<file path="config.mk">
export PLATFORM = sky130hd
export DESIGN_NAME = cod_decoder
export DESIGN_NICKNAME = d
export VERILOG_FILES = /design/src/pkg/cod_pkg.sv /design/src/logic/cod_decoder.sv
export VERILOG_INCLUDE_DIRS = /design/src /design/src/pkg
export SDC_FILE = /design/constraint.sdc
export NUM_CORES = 1
export LEC_CHECK = 0
export BUFFER_PORTS_ARGS = -buffer_cell sky130_fd_sc_hd__buf_2
export CAP_MARGIN = 20
export CELL_PAD_IN_SITES_DETAIL_PLACEMENT = 1
export CELL_PAD_IN_SITES_GLOBAL_PLACEMENT = 2
export CORE_MARGIN = 2
export CORE_UTILIZATION = 40
export DETAILED_ROUTE_END_ITERATION = 12
export PLACE_DENSITY = 0.89
export SLEW_MARGIN = 20
export SYNTH_ARGS = -nofsm -noshare
export SYNTH_HDL_FRONTEND = slang
export SYNTH_SLANG_ARGS = --single-unit
</file>
<file path="constraint.sdc">
create_clock -name pclk -period 10.85 [get_ports pclk]
set_clock_uncertainty 0.15 [all_clocks]
set_input_delay 1.085 -clock pclk [delete_from_list [all_inputs] [get_ports pclk]]
set_output_delay 1.085 -clock pclk [all_outputs]
set_load 0.03 [all_outputs]
</file>
<file path="src/pkg/cod_map.svh">
`ifndef COD_MAP_SVH
`define COD_MAP_SVH

`define COD_OFS_OPC    8'h00
`define COD_OFS_FLAGS  8'h04
`define COD_OFS_DATA   8'h08
`define COD_OFS_PC     8'h0C
`define COD_OFS_BASE   8'h10
`define COD_OFS_CTRL   8'h14
`define COD_OFS_STAT   8'h18
`define COD_OFS_EA     8'h1C

`define COD_FLAG_C     7
`define COD_FLAG_Z     6
`define COD_FLAG_S     5
`define COD_FLAG_V     4
`define COD_FLAG_D     3
`define COD_FLAG_H     2

`define COD_RST_BYTE   8'h00
`define COD_RST_WORD   16'h0000
`define COD_RST_OPC    32'h0000_0000

`define COD_SEL_NEVER     4'h0
`define COD_SEL_SBELOW    4'h1
`define COD_SEL_SATMOST   4'h2
`define COD_SEL_UATMOST   4'h3
`define COD_SEL_WRAPSET   4'h4
`define COD_SEL_SIGNSET   4'h5
`define COD_SEL_ZSET      4'h6
`define COD_SEL_CSET      4'h7
`define COD_SEL_ALWAYS    4'h8
`define COD_SEL_SATLEAST  4'h9
`define COD_SEL_SABOVE    4'hA
`define COD_SEL_UABOVE    4'hB
`define COD_SEL_WRAPCLR   4'hC
`define COD_SEL_SIGNCLR   4'hD
`define COD_SEL_ZCLR      4'hE
`define COD_SEL_CCLR      4'hF
`endif

</file>
<file path="src/pkg/cod_pkg.sv">
package cod_pkg;
  typedef enum logic [3:0] {
    COD_OTHER  = 4'h0, COD_ADD   = 4'h1, COD_ADC  = 4'h2, COD_SUB   = 4'h3,
    COD_BMINUS = 4'h4, COD_OR    = 4'h5, COD_AND  = 4'h6, COD_MCTEST = 4'h7,
    COD_MTEST  = 4'h8, COD_CMP   = 4'h9, COD_XOR  = 4'hA, COD_COPY  = 4'hB,
    COD_LOOP   = 4'hC, COD_SHORT = 4'hD, COD_FAR  = 4'hE, COD_INC   = 4'hF
  } cod_class_e;
  typedef enum logic [1:0] {
    COD_EA_REL = 2'h0, COD_EA_SHORT = 2'h1, COD_EA_LONG = 2'h2, COD_EA_DIRECT = 2'h3
  } cod_ea_e;
endpackage

</file>
<file path="src/logic/cod_decoder.sv">
`timescale 1ns/1ns
`include "cod_map.svh"
module cod_decoder
  import cod_pkg::*;
(
  // Clock and reset.
  input  wire logic        pclk,
  input  wire logic        presetn,
  // APB slave.
  input  wire logic        psel,
  input  wire logic        penable,
  input  wire logic        pwrite,
  input  wire logic [7:0]  paddr,
  input  wire logic [31:0] pwdata,
  output logic      [31:0] prdata,
  output logic             pready,
  output logic             pslverr,
  // Core state.
  output logic      [7:0]  flags,
  output logic      [15:0] pc,
  output logic             branch_taken
);

  //////////////////////////////////////////////////////////////////////////////

  logic [31:0] opc_word;
  logic [7:0]  dst_val;
  logic [7:0]  src_val;
  logic [15:0] base;
  cod_ea_e     ea_mode;
  logic        go;

  logic        acc;
  logic        wr_done;
  logic [7:0]  opcode;
  logic [7:0]  b2;
  logic [7:0]  b3;
  logic [7:0]  b4;
  logic [3:0]  hn;
  logic [3:0]  ln;
  cod_class_e  op_class;
  logic [3:0]  wreg;
  logic [7:0]  pair_addr;
  logic [2:0]  bit_pos;
  cod_ea_e     eff_mode;
  logic [15:0] ea;
  logic        cond_true;
  logic        is_branch;
  logic        cin;
  logic [8:0]  sum9;
  logic [4:0]  half5;
  logic        ovf;
  logic [7:0]  dec_val;
  logic [31:0] rd_mux;
  logic        rd_hit;

  assign acc     = psel && penable && !pready;
  assign wr_done = psel && penable && pready && pwrite;
  assign opcode  = opc_word[7:0];
  assign b2      = opc_word[15:8];
  assign b3      = opc_word[23:16];
  assign b4      = opc_word[31:24];
  assign hn      = opcode[7:4];
  assign ln      = opcode[3:0];

  //////////////////////////////////////////////////////////////////////////////

  // Evaluates a 4-bit condition selector against the flag byte.
  function automatic logic cond_eval(input logic [3:0] sel, input logic [7:0] f);
    logic c;
    logic z;
    logic s;
    logic v;
    c = f[`COD_FLAG_C];
    z = f[`COD_FLAG_Z];
    s = f[`COD_FLAG_S];
    v = f[`COD_FLAG_V];
    case (sel)
      `COD_SEL_NEVER:    cond_eval = 1'b0;
      `COD_SEL_ALWAYS:   cond_eval = 1'b1;
      `COD_SEL_CSET:     cond_eval = c;
      `COD_SEL_CCLR:     cond_eval = !c;
      `COD_SEL_ZSET:     cond_eval = z;
      `COD_SEL_ZCLR:     cond_eval = !z;
      `COD_SEL_SIGNCLR:  cond_eval = !s;
      `COD_SEL_SIGNSET:  cond_eval = s;
      `COD_SEL_WRAPSET:  cond_eval = v;
      `COD_SEL_WRAPCLR:  cond_eval = !v;
      `COD_SEL_SATLEAST: cond_eval = !(s ^ v);
      `COD_SEL_SBELOW:   cond_eval = s ^ v;
      `COD_SEL_SABOVE:   cond_eval = !(z | (s ^ v));
      `COD_SEL_SATMOST:  cond_eval = z | (s ^ v);
      `COD_SEL_UABOVE:   cond_eval = !c && !z;
      default:        cond_eval = c | z;
    endcase
  endfunction

  //////////////////////////////////////////////////////////////////////////////

  // Primary opcode map.
  always_comb begin
    op_class = COD_OTHER;
    if (ln >= 4'h2 && ln <= 4'h6) begin
      case (hn)
        4'h0:    op_class = COD_ADD;
        4'h1:    op_class = COD_ADC;
        4'h2:    op_class = COD_SUB;
        4'h3:    op_class = COD_BMINUS;
        4'h4:    op_class = COD_OR;
        4'h5:    op_class = COD_AND;
        4'h6:    op_class = COD_MCTEST;
        4'h7:    op_class = COD_MTEST;
        4'hA:    op_class = COD_CMP;
        4'hB:    op_class = COD_XOR;
        default: op_class = COD_OTHER;
      endcase
    end else begin
      case (ln)
        4'h8:    op_class = COD_COPY;
        4'h9:    op_class = COD_COPY;
        4'hA:    op_class = COD_LOOP;
        4'hB:    op_class = COD_SHORT;
        4'hC:    op_class = COD_COPY;
        4'hD:    op_class = COD_FAR;
        4'hE:    op_class = COD_INC;
        default: op_class = COD_OTHER;
      endcase
    end
  end

  // Operand fields; short forms carry a working register in a nibble.
  assign wreg      = (ln >= 4'h8) ? hn : b2[7:4];
  assign bit_pos   = b2[3:1];
  assign pair_addr = {b2[7:1], 1'b0};
  assign is_branch = (op_class == COD_SHORT) || (op_class == COD_FAR);
  assign cond_true = cond_eval(hn, flags);

  always_comb begin
    if (op_class == COD_SHORT || op_class == COD_LOOP) begin
      eff_mode = COD_EA_REL;
    end else if (op_class == COD_FAR) begin
      eff_mode = COD_EA_DIRECT;
    end else begin
      eff_mode = ea_mode;
    end
  end

  always_comb begin
    case (eff_mode)
      COD_EA_REL:   ea = pc + {{8{b2[7]}}, b2};
      COD_EA_SHORT: ea = base + {{8{b3[7]}}, b3};
      COD_EA_LONG:  ea = base + {b4, b3};
      default:      ea = {b2, b3};
    endcase
  end

  // Adder; the incoming carry only joins for add-with-carry.
  assign cin     = (op_class == COD_ADC) ? flags[`COD_FLAG_C] : 1'b0;
  assign sum9    = {1'b0, dst_val} + {1'b0, src_val} + {8'h00, cin};
  assign half5   = {1'b0, dst_val[3:0]} + {1'b0, src_val[3:0]} + {4'h0, cin};
  assign ovf     = (dst_val[7] == src_val[7]) && (sum9[7] != dst_val[7]);
  assign dec_val = dst_val - 8'h01;

  //////////////////////////////////////////////////////////////////////////////

  // Software-written registers.
  always_ff @(posedge pclk or negedge presetn) begin
    if (!presetn) begin
      opc_word <= `COD_RST_OPC;
      base     <= `COD_RST_WORD;
      ea_mode  <= COD_EA_REL;
      go       <= 1'b0;
    end else begin
      go <= wr_done && (paddr == `COD_OFS_CTRL) && pwdata[0];
      if (wr_done && paddr == `COD_OFS_OPC) begin
        opc_word <= pwdata;
      end
      if (wr_done && paddr == `COD_OFS_BASE) begin
        base <= pwdata[15:0];
      end
      if (wr_done && paddr == `COD_OFS_CTRL) begin
        ea_mode <= cod_ea_e'(pwdata[2:1]);
      end
    end
  end

  // Operands; the source is never written by execution.
  always_ff @(posedge pclk or negedge presetn) begin
    if (!presetn) begin
      dst_val <= `COD_RST_BYTE;
      src_val <= `COD_RST_BYTE;
    end else if (wr_done && paddr == `COD_OFS_DATA) begin
      dst_val <= pwdata[7:0];
      src_val <= pwdata[15:8];
    end else if (go && (op_class == COD_ADD || op_class == COD_ADC)) begin
      dst_val <= sum9[7:0];
    end else if (go && op_class == COD_LOOP) begin
      dst_val <= dec_val;
    end
  end

  // Flag byte.
  always_ff @(posedge pclk or negedge presetn) begin
    if (!presetn) begin
      flags <= `COD_RST_BYTE;
    end else if (wr_done && paddr == `COD_OFS_FLAGS) begin
      flags <= pwdata[7:0];
    end else if (go && (op_class == COD_ADD || op_class == COD_ADC)) begin
      flags[`COD_FLAG_C] <= sum9[8];
      flags[`COD_FLAG_Z] <= (sum9[7:0] == 8'h00);
      flags[`COD_FLAG_S] <= sum9[7];
      flags[`COD_FLAG_V] <= ovf;
      flags[`COD_FLAG_D] <= 1'b0;
      flags[`COD_FLAG_H] <= half5[4];
    end
  end

  // Program counter holds the address of the following instruction.
  always_ff @(posedge pclk or negedge presetn) begin
    if (!presetn) begin
      pc           <= `COD_RST_WORD;
      branch_taken <= 1'b0;
    end else if (wr_done && paddr == `COD_OFS_PC) begin
      pc <= pwdata[15:0];
    end else if (go && is_branch) begin
      branch_taken <= cond_true;
      if (cond_true) begin
        pc <= ea;
      end
    end else if (go && op_class == COD_LOOP) begin
      branch_taken <= (dec_val != 8'h00);
      if (dec_val != 8'h00) begin
        pc <= ea;
      end
    end
  end

  //////////////////////////////////////////////////////////////////////////////

  // Read decode.
  always_comb begin
    rd_hit = 1'b1;
    if (paddr == `COD_OFS_OPC) begin
      rd_mux = opc_word;
    end else if (paddr == `COD_OFS_FLAGS) begin
      rd_mux = {24'h000000, flags};
    end else if (paddr == `COD_OFS_DATA) begin
      rd_mux = {16'h0000, src_val, dst_val};
    end else if (paddr == `COD_OFS_PC) begin
      rd_mux = {16'h0000, pc};
    end else if (paddr == `COD_OFS_BASE) begin
      rd_mux = {16'h0000, base};
    end else if (paddr == `COD_OFS_CTRL) begin
      rd_mux = {29'h00000000, ea_mode, 1'b0};
    end else if (paddr == `COD_OFS_STAT) begin
      rd_mux = {3'h0, branch_taken, cond_true, bit_pos, pair_addr, b2, wreg, op_class};
    end else if (paddr == `COD_OFS_EA) begin
      rd_mux = {16'h0000, ea};
    end else begin
      rd_mux = 32'h00000000;
      rd_hit = 1'b0;
    end
  end

  // One wait state on every transfer.
  always_ff @(posedge pclk or negedge presetn) begin
    if (!presetn) begin
      pready  <= 1'b0;
      pslverr <= 1'b0;
      prdata  <= 32'h00000000;
    end else begin
      pready  <= acc;
      pslverr <= acc && !rd_hit;
      if (acc && !pwrite) begin
        prdata <= rd_mux;
      end
    end
  end
endmodule

</file>
==> results of run 1 <==
## cell type report
| type | instances | share of cell area |
|---|---|---|
| Clock buffer | 17 | 0.04145 |
| Multi-Input combinational cell | 795 | 0.5319 |
| Tap cell | 280 | 0.03413 |
| Timing Repair Buffer | 112 | 0.05742 |
| Sequential cell | 126 | 0.3072 |
| Inverter | 23 | 0.008412 |
| Clock inverter | 15 | 0.01951 |
## registers in the layout, summed over array words and instances (netlist names)
signal	cells
base	16
dst_val	8
opc_word	32
go	1
branch_taken	1
pslverr	1
ea_mode	2
pc	16
src_val	8
flags	8
prdata	32
pready	1
## metrics by stage
| step | hold slack, ns | cell area [um^2] | instances | total power [W] | setup WS, ns |
|---|---|---|---|---|---|
| final | 0.3245 | 10260 | 1368 | 0.001211 | 5.885 |
| after floorplan | 0.3353 | 8930 | 996 | 0.0005420 | 6.540 |
| after detailed placement | 0.3165 | 9638 | 1336 | 0.0005899 | 6.029 |
| after CTS | 0.3310 | 10260 | 1368 | 0.001215 | 5.916 |
| after global routing | 0.3901 | 10260 | 1368 | 0.001242 | 5.355 |
| after global placement | 0.3080 | 9638 | 1336 | 0.0005880 | 6.167 |
## cell usage in the layout, fill, tap and decap left out, drive strengths merged, types with 5 or more instances in the layout
master	instances
xnor2	23
nand4	5
o21ai	84
nand2b	11
a21oi	74
ha	47
nor2	74
nand2	123
a211oi	11
mux2	54
a221oi	22
nand3b	9
o31ai	6
or2	6
a221o	14
and3	16
o211ai	14
a21o	16
nand3	23
and2	7
inv	31
buf	112
clkbuf	17
mux2i	22
dfrtp	126
xor2	15
nor2b	15
a31oi	10
o21a	10
o22ai	9
nor4	5
nor3	25
## power groups by stage
stage                     combinational, W  sequential [W]  clock, W
after CTS                        0.0000944        0.000487  0.000633
after global placement           0.0000924        0.000496         0
after global routing              0.000101        0.000488  0.000652
after detailed placement         0.0000940        0.000496         0
after floorplan                  0.0000312        0.000511         0
final                            0.0000934        0.000487  0.000631
## worst max-delay path by stage
stage / start / to
finish: opc_word[4] / pc[12]
global route: opc_word[4] / pc[12]
CTS: opc_word[4] / pc[12]
detailed placement: opc_word[4] / prdata[15]
global placement: opc_word[4] / prdata[15]
floorplan: opc_word[4] / prdata[15]
## kinds of logic after synthesis
kind of cell               Yosys count
and+or+nand+nor                    324
AOI/OAI and AO/OA                  305
DFF                                126
muxes                               77
buffers and inverters               75
adders and majority gates           51
xor gates and xnor gates            38
## worst max-delay path: cells and delay by family (launching register included)
kind	cells	cell delay, ns
AND/OR/NAND/NOR	5	0.83
XOR/XNOR	1	0.20
AO/OA/AOI/OAI	10	1.99
buffers and inverters	1	0.14
adder cells (fa/ha/maj)	3	1.06
flip-flops	1	0.45
## per-layer routing
layer | up-vias | part of all wire | routed length (um)
met3 | 49 | 0.075 | 2536
met1 | 4220 | 0.45 | 15220
met2 | 356 | 0.45 | 15020
met5 | - | 0 | 0
li1 | 3819 | - | -
met4 | 0 | 0.026 | 879
==> impl_metrics.py, run 1 <==
metrics = {
    "critical_path": {
        "max_stage_delay_ns": 0.45,
        "r2r-start": "opc_word[4]",
        "crit_top_cell": "a21oi_1",
        "required_ns": 10.98,
        "reg2reg_depth": 20,
        "crit_path_start_kind": "register",
        "end_kind": "register",
        "worstReg2RegEnd": "pc[12]",
        "criticalPathCategory": "register to register",
        "critPathSlowestCell": "dfrtp_1",
        "path_max_fanout": 9,
        "crit_chain": "inv_1 -> ha_1 -> nand3b_1 -> a21oi_1 -> o211ai_1 -> and2_1 -> o21ai_0 -> ha_1 -> nand2b_1 -> nand2_1 -> ha_1 -> a21o_1 -> a21oi_1 -> nand2_1 -> a21oi_1 -> a311oi_1 -> xnor2_1 -> o22ai_1 -> a221oi_1 -> a21oi_1",
        "arrival_ns": 5.10,
        "reg2reg_slack_ns": 5.88,
    },
    "logic_synthesis": {
        "ys_ff_latch": 126,
        "synth_area_um2": 8930,
        "ys.flop_type": "dfrtp_1",
        "synth_nets": 1092,
        "synthTopCellsByArea": "dfrtp_1 35%, ha_1 6.6%, mux2_2 6.6%",
        "synth.avg_cell_area_um2": 8.966,
        "synth_area_leader_cell": "dfrtp_1",
        "synth_xor_xnor_area_share": 0.03727,
        "synth.area.mux_share": 0.09528,
        "synth-async-reset-ratio": 1.000,
        "synth-edff-count": 0,
        "synth_top_family_by_area": "compound AO/OA/AOI/OAI gates",
        "netlist-cell-type-count": 75,
        "netlist.area_leader.share": 0.3531,
        "synth_compound_area_frac": 0.2240,
        "yosysWarnings": 0,
        "ys_top_cells_by_count": "126 x dfrtp_1, 122 x nand2_1, 78 x o21ai_0",
        "syn_inst": 996,
        "synthMostInstantiatedCell": "dfrtp_1",
        "synthAdderAreaFrac": 0.07482,
        "yosys.area_share.simple": 0.1785,
        "ys_seq_area_frac": 0.3531,
    },
    "timing": {
        "rsz0062_at_grt": "false",
        "period_minus_slack_ns": 4.965,
        "hold_violations": 0,
        "relSlewSlack": 0.3196,
        "fmax_ghz": 0.2014,
        "drv_slew": 0,
        "period_share": 0.4576,
        "finalSetupViolCount": 0,
        "worst_pin_slew_ns": 1.017,
        "fin_tns_setup_ns": 0,
    },
    "die": {
        "initial_core_util": 0.4079,
        "die_h_um": 153.4,
        "dieWidth_um": 153.4,
        "coreArea_um2": 21890,
        "row_count": 54,
        "io_pins": 104,
        "die-area_um2": 23540,
    },
    "clock_network": {
        "postCtsSetupBuffers": 0,
        "cts_buffers": 17,
        "cts_hold_buf": 0,
        "cts.sinks": 126,
        "cts.clk_slew.worst_paths_ns": 0.07,
        "cts.htree.levels": 4,
        "clk_path_buf_depth": 2,
        "worstSkewPairLatency_ns": 0.44,
        "cts_resized": 0,
        "cts_tree": "done",
        "root_buffer": "clkbuf_16",
    },
    "placement": {
        "io_buffers": 103,
        "gp_congestion": 0.9145,
        "hpwl_mm": 24.82,
    },
    "grt": {
        "grt_pass1_vias": 8480,
        "grt-busiest-layer": "met2",
        "grtUsageTotal": 0.2883,
        "grt_start_max_net_pins": 69,
        "overflow": 0,
        "antenna_found_initial": 0,
        "grt_pass1_wl_mm": 51.85,
        "use_met2": 0.4439,
        "grt_util_met1": 0.4202,
        "grtUsageMet3": 0.04508,
    },
    "routing": {
        "totalWireLength_mm": 33.66,
        "wl_per_cell_um": 24.60,
        "drt-pass1-iter-count": 5,
        "drt-initial-drc-count": 685,
        "via_per_inst": 6.173,
        "via_count": 8444,
        "drt_drc_violations_left": 0,
        "detail-route-antenna-nets": 0,
    },
    "pwr": {
        "comb_power_share": 0.077,
        "p_leak_nw": 4.820,
        "p_seq_frac": 0.402,
        "p_int_w": 0.0008775,
        "power_frac_clock": 0.521,
        "switchingPower_w": 0.0003340,
        "vdd.ir_drop.worst_mv": 0.09798,
        "switching_share": 0.2757,
        "p_per_area_nw_per_um2": 118.0,
    },
    "layout": {
        "drive_above_1_share": 0.2059,
        "fill_cells": 2591,
        "fin_util": 0.4689,
        "num_antenna_cells": 0,
        "multiInputGateArea_um2": 5459,
        "register_area_um2": 3153,
        "nNetsFinal": 1171,
        "syn_to_final_growth_pct": 14.94,
    },
    "run_status": {
        "status": "finished clean",
    },
    "flow_run": {
        "cap_violations": 0,
    },
    "min_path": {
        "hold_depth": 2,
        "min_to": "prdata[30]",
        "hold_path.startpoint": "prdata[30]",
        "hold_path.class": "register to register",
    },
}
(Power assumes the default switching activity.)
==> run 2, diff against run 1 <==
Settings changed: CORE_UTILIZATION 40 to 33, PLACE_DENSITY 0.89 to 0.79.
Clock period 10.85 ns to 4.46 ns, I/O delays scaled along.
==> impl_metrics.py, run 2 (synthesis gave the netlist of run 1 again) <==
metrics = {
    "run_status": {
        "status": "finished, violations left",
        "violations": "negative hold slack",
    },
    "clock_network": {
        "worstSkewPairLatency_ns": 0.43,
        "cts_hold_buf": 0,
        "cts.sinks": 126,
        "postCtsSetupBuffers": 0,
        "clk_path_buf_depth": 2,
        "cts.clk_slew.worst_paths_ns": 0.06,
        "cts_buffers": 17,
        "cts_tree": "done",
        "root_buffer": "clkbuf_16",
        "cts.htree.levels": 4,
    },
    "layout": {
        "final_common_cell": "dfrtp_1",
        "fill_cells": 3138,
        "final_cell_mix": "124 x dfrtp_1, 122 x nand2_1, 102 x buf_2, 76 x o21ai_0, 70 x nor2_1",
        "fin_util": 0.3917,
        "drive_above_1_share": 0.2310,
        "num_antenna_cells": 0,
        "syn_to_final_growth_pct": 17.22,
        "multiInputGateArea_um2": 5493,
        "reg_top3": "opc_word: 32 flops, prdata: 32 flops",
        "nNetsFinal": 1191,
        "register_area_um2": 3156,
    },
    "pwr": {
        "p_seq_frac": 0.423,
        "switching_share": 0.2949,
        "p_int_w": 0.001975,
        "vdd.ir_drop.worst_mv": 0.2273,
        "p_leak_nw": 4.890,
        "comb_power_share": 0.082,
        "power_frac_clock": 0.495,
        "switchingPower_w": 0.0008260,
        "p_per_area_nw_per_um2": 267.5,
    },
    "critical_path": {
        "arrival_ns": 4.46,
        "criticalPathCategory": "register to register",
        "reg2reg_depth": 22,
        "crit_start": "opc_word[4]",
        "required_ns": 4.68,
        "worstReg2RegEnd": "prdata[15]",
        "reg2reg_slack_ns": 0.21,
        "crit_end": "prdata[15]",
        "end_kind": "register",
        "crit_path_start_kind": "register",
        "r2r-start": "opc_word[4]",
        "path_max_fanout": 7,
    },
    "grt": {
        "grt_pass1_vias": 8461,
        "overflow": 0,
        "grt_start_max_net_pins": 102,
        "antenna_found_initial": 1,
        "grt-busiest-layer": "met2",
        "grt_pass1_wl_mm": 52.75,
        "grtUsageMet3": 0.03671,
        "grtUsageTotal": 0.2464,
        "grt_util_met1": 0.3460,
        "use_met2": 0.3933,
    },
    "timing": {
        "holdWs_ns": -0.06252,
        "worst_pin_slew_ns": 1.057,
        "period_share": 0.9519,
        "drv_slew": 0,
        "relSlewSlack": 0.2951,
        "hold_violations": 10,
        "fin_tns_setup_ns": 0,
        "period_minus_slack_ns": 4.246,
        "finalSetupViolCount": 0,
        "fmax_ghz": 0.2355,
    },
    "routing": {
        "via_count": 8449,
        "wl_per_cell_um": 23.93,
        "detail-route-antenna-nets": 0,
        "totalWireLength_mm": 34.67,
        "drt-pass1-iter-count": 6,
        "drt_drc_violations_left": 0,
        "drt-initial-drc-count": 652,
        "via_per_inst": 5.831,
    },
    "die": {
        "row_count": 60,
        "initial_core_util": 0.3341,
        "die-area_um2": 28390,
        "die_h_um": 168.5,
        "io_pins": 104,
        "dieWidth_um": 168.5,
        "coreArea_um2": 26730,
    },
    "min_path": {
        "hold_path.class": "primary input to asynchronous set/reset pin",
    },
    "flow_run": {
        "cap_violations": 0,
    },
    "placement": {
        "io_buffers": 103,
        "hpwl_mm": 26.42,
        "gp_congestion": 0.8664,
    },
}
## run 2: area by class of cell
class / count / area share
inverters: 23 / 0.008248
well taps: 341 / 0.04076
clock inverters: 15 / 0.01351
flip-flops and latches: 126 / 0.3015
clock buffers: 17 / 0.04064
multi-input cells: 795 / 0.5247
repair buffers: 132 / 0.07064
## run 2: metrics by stage
| stage | total power (W) | cell area [um^2] | setup slack, ns | cells |
|---|---|---|---|---|
| 2_1_floorplan | 0.001318 | 8930 | 0.1503 | 996 |
| 3_3_place_gp | 0.001434 | 9864 | 0.09100 | 1417 |
| 3_5_place_dp | 0.001437 | 9864 | 0.001918 | 1417 |
| 4_1_cts | 0.002822 | 10430 | 0.01104 | 1449 |
| 5_1_grt | 0.002881 | 10470 | -0.007287 | 1449 |
| 6_report | 0.002801 | 10470 | 0.2143 | 1449 |
## run 2: power by group through the flow
stage	clock (W)	combinational, W	sequential [W]
floorplan	0	0.0000758	0.00124
global placement	0	0.000227	0.00121
detailed placement	0	0.000230	0.00121
CTS	0.00140	0.000231	0.00119
global route	0.00145	0.000247	0.00119
finish	0.00139	0.000229	0.00119
## run 2: how the worst min path moves through the flow
stage	endpoint
after CTS	dst_val[5]
after detailed placement	prdata[1]
final	dst_val[5]
after global routing	prdata[13]
after floorplan	base[0]
after global placement	prdata[1]
## run 2: critical path, stage by stage, from the launching register on
cell	delay (ns)
dfrtp_2	0.45
inv_1	0.11
ha_2	0.21
nand3b_1	0.10
a21oi_2	0.19
o211ai_1	0.12
and2_1	0.19
o21ai_2	0.14
inv_1	0.08
ha_2	0.21
nand2b_1	0.22
buf_4	0.19
nand2_1	0.08
ha_2	0.32
a21oi_1	0.19
and2_1	0.17
nor2b_1	0.05
o21ai_0	0.14
nand3b_1	0.11
xnor2_1	0.14
o311a_1	0.31
o21ai_0	0.18
a21o_1	0.15
## run 2: routing by layer
metal,share of wire,vias to the layer above
li1,-,3871
met1,0.47,4261
met2,0.46,267
met3,0.049,50
met4,0.025,0
met5,0,-
## run 2: what timing repair did
action / in CTS / in global routing
resized for setup: 1 / 13
setup endpoints to repair: 1 / 15
gates cloned: 0 / 0
==> run 3, diff against run 2 <==
Settings changed: CORE_ASPECT_RATIO from default to 1.75.
==> impl_metrics.py, run 3 (synthesis gave the netlist of run 1 again) <==
metrics = {
    "die": {
        "initial_core_util": 0.3358,
        "io_pins": 104,
        "dieWidth_um": 128.4,
        "coreArea_um2": 26590,
        "die_h_um": 221.6,
        "row_count": 79,
        "die-area_um2": 28440,
    },
    "clock_network": {
        "cts.clk_slew.worst_paths_ns": 0.06,
        "postCtsSetupBuffers": 0,
        "cts.htree.levels": 4,
        "clk_path_buf_depth": 2,
        "root_buffer": "clkbuf_16",
        "cts_buffers": 17,
        "cts.sinks": 126,
        "cts_tree": "done",
        "worstSkewPairLatency_ns": 0.45,
    },
    "timing": {
        "rsz0062_at_grt": "true",
        "period_share": 0.9508,
        "fmax_ghz": 0.2358,
        "fin_tns_setup_ns": 0,
        "hold_violations": 0,
        "drv_slew": 0,
        "period_minus_slack_ns": 4.241,
        "relSlewSlack": 0.3368,
        "worst_pin_slew_ns": 0.9947,
        "finalSetupViolCount": 0,
        "holdWs_ns": 0.07617,
    },
    "critical_path": {
        "r2r-start": "opc_word[4]",
        "worstReg2RegEnd": "prdata[15]",
        "criticalPathCategory": "register to register",
        "reg2reg_slack_ns": 0.22,
        "crit_start": "opc_word[4]",
        "crit_path_start_kind": "register",
        "arrival_ns": 4.48,
        "reg2reg_depth": 22,
        "end_kind": "register",
        "crit_end": "prdata[15]",
        "required_ns": 4.70,
        "path_max_fanout": 8,
    },
    "grt": {
        "grtUsageTotal": 0.2744,
        "grt_pass1_wl_mm": 56.90,
        "grt_start_max_net_pins": 100,
        "overflow": 0,
        "grt_pass1_vias": 9000,
        "antenna_found_initial": 0,
    },
    "min_path": {
        "hold_depth": 2,
        "hold_path.class": "primary input to register",
    },
    "pwr": {
        "finalPower_w": 0.003026,
        "p_leak_nw": 4.956,
        "p_per_area_nw_per_um2": 286.0,
        "vdd.ir_drop.worst_mv": 0.2776,
    },
    "flow_run": {
        "cap_violations": 0,
    },
    "routing": {
        "drt-initial-drc-count": 584,
        "drt-pass1-iter-count": 5,
        "via_per_inst": 5.940,
        "detail-route-antenna-nets": 0,
        "via_count": 8536,
        "drt_drc_violations_left": 0,
        "totalWireLength_mm": 38.16,
        "wl_per_cell_um": 26.56,
    },
    "layout": {
        "drive_above_1_share": 0.2300,
        "reg_top3": "opc_word: 32 flops, prdata: 32 flops",
        "final_common_cell": "dfrtp_1",
        "fill_cells": 3102,
        "nNetsFinal": 1196,
        "final_cell_mix": "124 x dfrtp_1, 122 x nand2_1, 102 x buf_2, 76 x o21ai_0, 71 x a21oi_1",
        "syn_to_final_growth_pct": 18.51,
        "num_antenna_cells": 0,
    },
    "placement": {
        "io_buffers": 103,
        "hpwl_mm": 29.76,
        "gp_congestion": 0.9113,
    },
    "run_status": {
        "status": "finished clean",
    },
}
==> run 3: cell count changes in the layout (fill, tap and decap cells not counted), sizes merged <==
cell | previous run | this run
bufinv | 0 | 5
clkinvlp | 2 | 3
clkinv | 3 | 4
buf | 132 | 136
dlygate4sd3 | 0 | 1
inv | 33 | 26
==> run 3: worst min path at each step <==
| stage | from | to | slack, ns |
|---|---|---|---|
| CTS | pwdata[20] | opc_word[20] | 0.05 |
| global placement | prdata[16] | prdata[16] | 0.32 |
| floorplan | presetn | base[0] | 0.0004 |
| detailed placement | prdata[29] | prdata[29] | 0.32 |
| global route | pwdata[17] | opc_word[17] | 0.07 |
| finish | pwdata[17] | opc_word[17] | 0.08 |
==> run 3: layout make-up <==
type / count / area [um^2] / area share
tap: 324 / 405.4 / 0.03831
timing repair buffer: 137 / 792.0 / 0.07484
sequential: 126 / 3156 / 0.2982
clock inverter: 15 / 234.0 / 0.02211
clock buffer: 17 / 425.4 / 0.04020
multi-input combinational: 795 / 5484 / 0.5182
inverter: 23 / 86.33 / 0.008158
==> run 3: metal layers <==
layer	up-vias	wire, um	track usage
li1	3857	-	-
met1	4328	13440	0.2786
met2	250	20550	0.5026
met3	101	1180	0.03885
met4	0	2989	0.1939
met5	-	0	0
==> run 3: worst max-delay path, stage by stage, from the launching register on <==
cell and delay [ns]:
dfrtp_2 0.45, inv_1 0.11, ha_1 0.22, nand3b_1 0.10, a21oi_1 0.18, o211ai_1 0.13
and2_1 0.19, o21ai_1 0.20, inv_1 0.10, ha_2 0.21, buf_4 0.16, nand2_1 0.07
nand2_1 0.06, ha_1 0.29, or2_2 0.31, a21oi_1 0.24, nor3_1 0.07, o21ai_0 0.08
nand3b_1 0.12, xnor2_1 0.14, o311a_1 0.31, o21ai_0 0.17, a21o_1 0.14
==> run 3: per-stage QoR <==
step	cells	utilization	worst slack [ns]	cell area, um^2
floorplan	996	-	0.1503	8930
detailed placement	1404	0.3718	0.05325	9886
CTS	1437	0.3970	0.04200	10560
global route	1437	0.3980	-0.02589	10580
global placement	1404	0.3718	0.1711	9886
finish	1437	0.3980	0.2194	10580
==> run 3: timing repair <==
item                       in CTS  in global routing
hold buffers                    1                  0
resized for setup               1                  9
cloned                          0                  0
pin swaps                       0                  1
hold endpoints to repair        4                  0
setup endpoints to repair       3                 13
==> run 3: report_power, final <==
group	switching (W)	internal, W
clock network	0.000600	0.00100
registers	0.0000243	0.00117
logic	0.000168	0.0000683
total	0.000792	0.00223
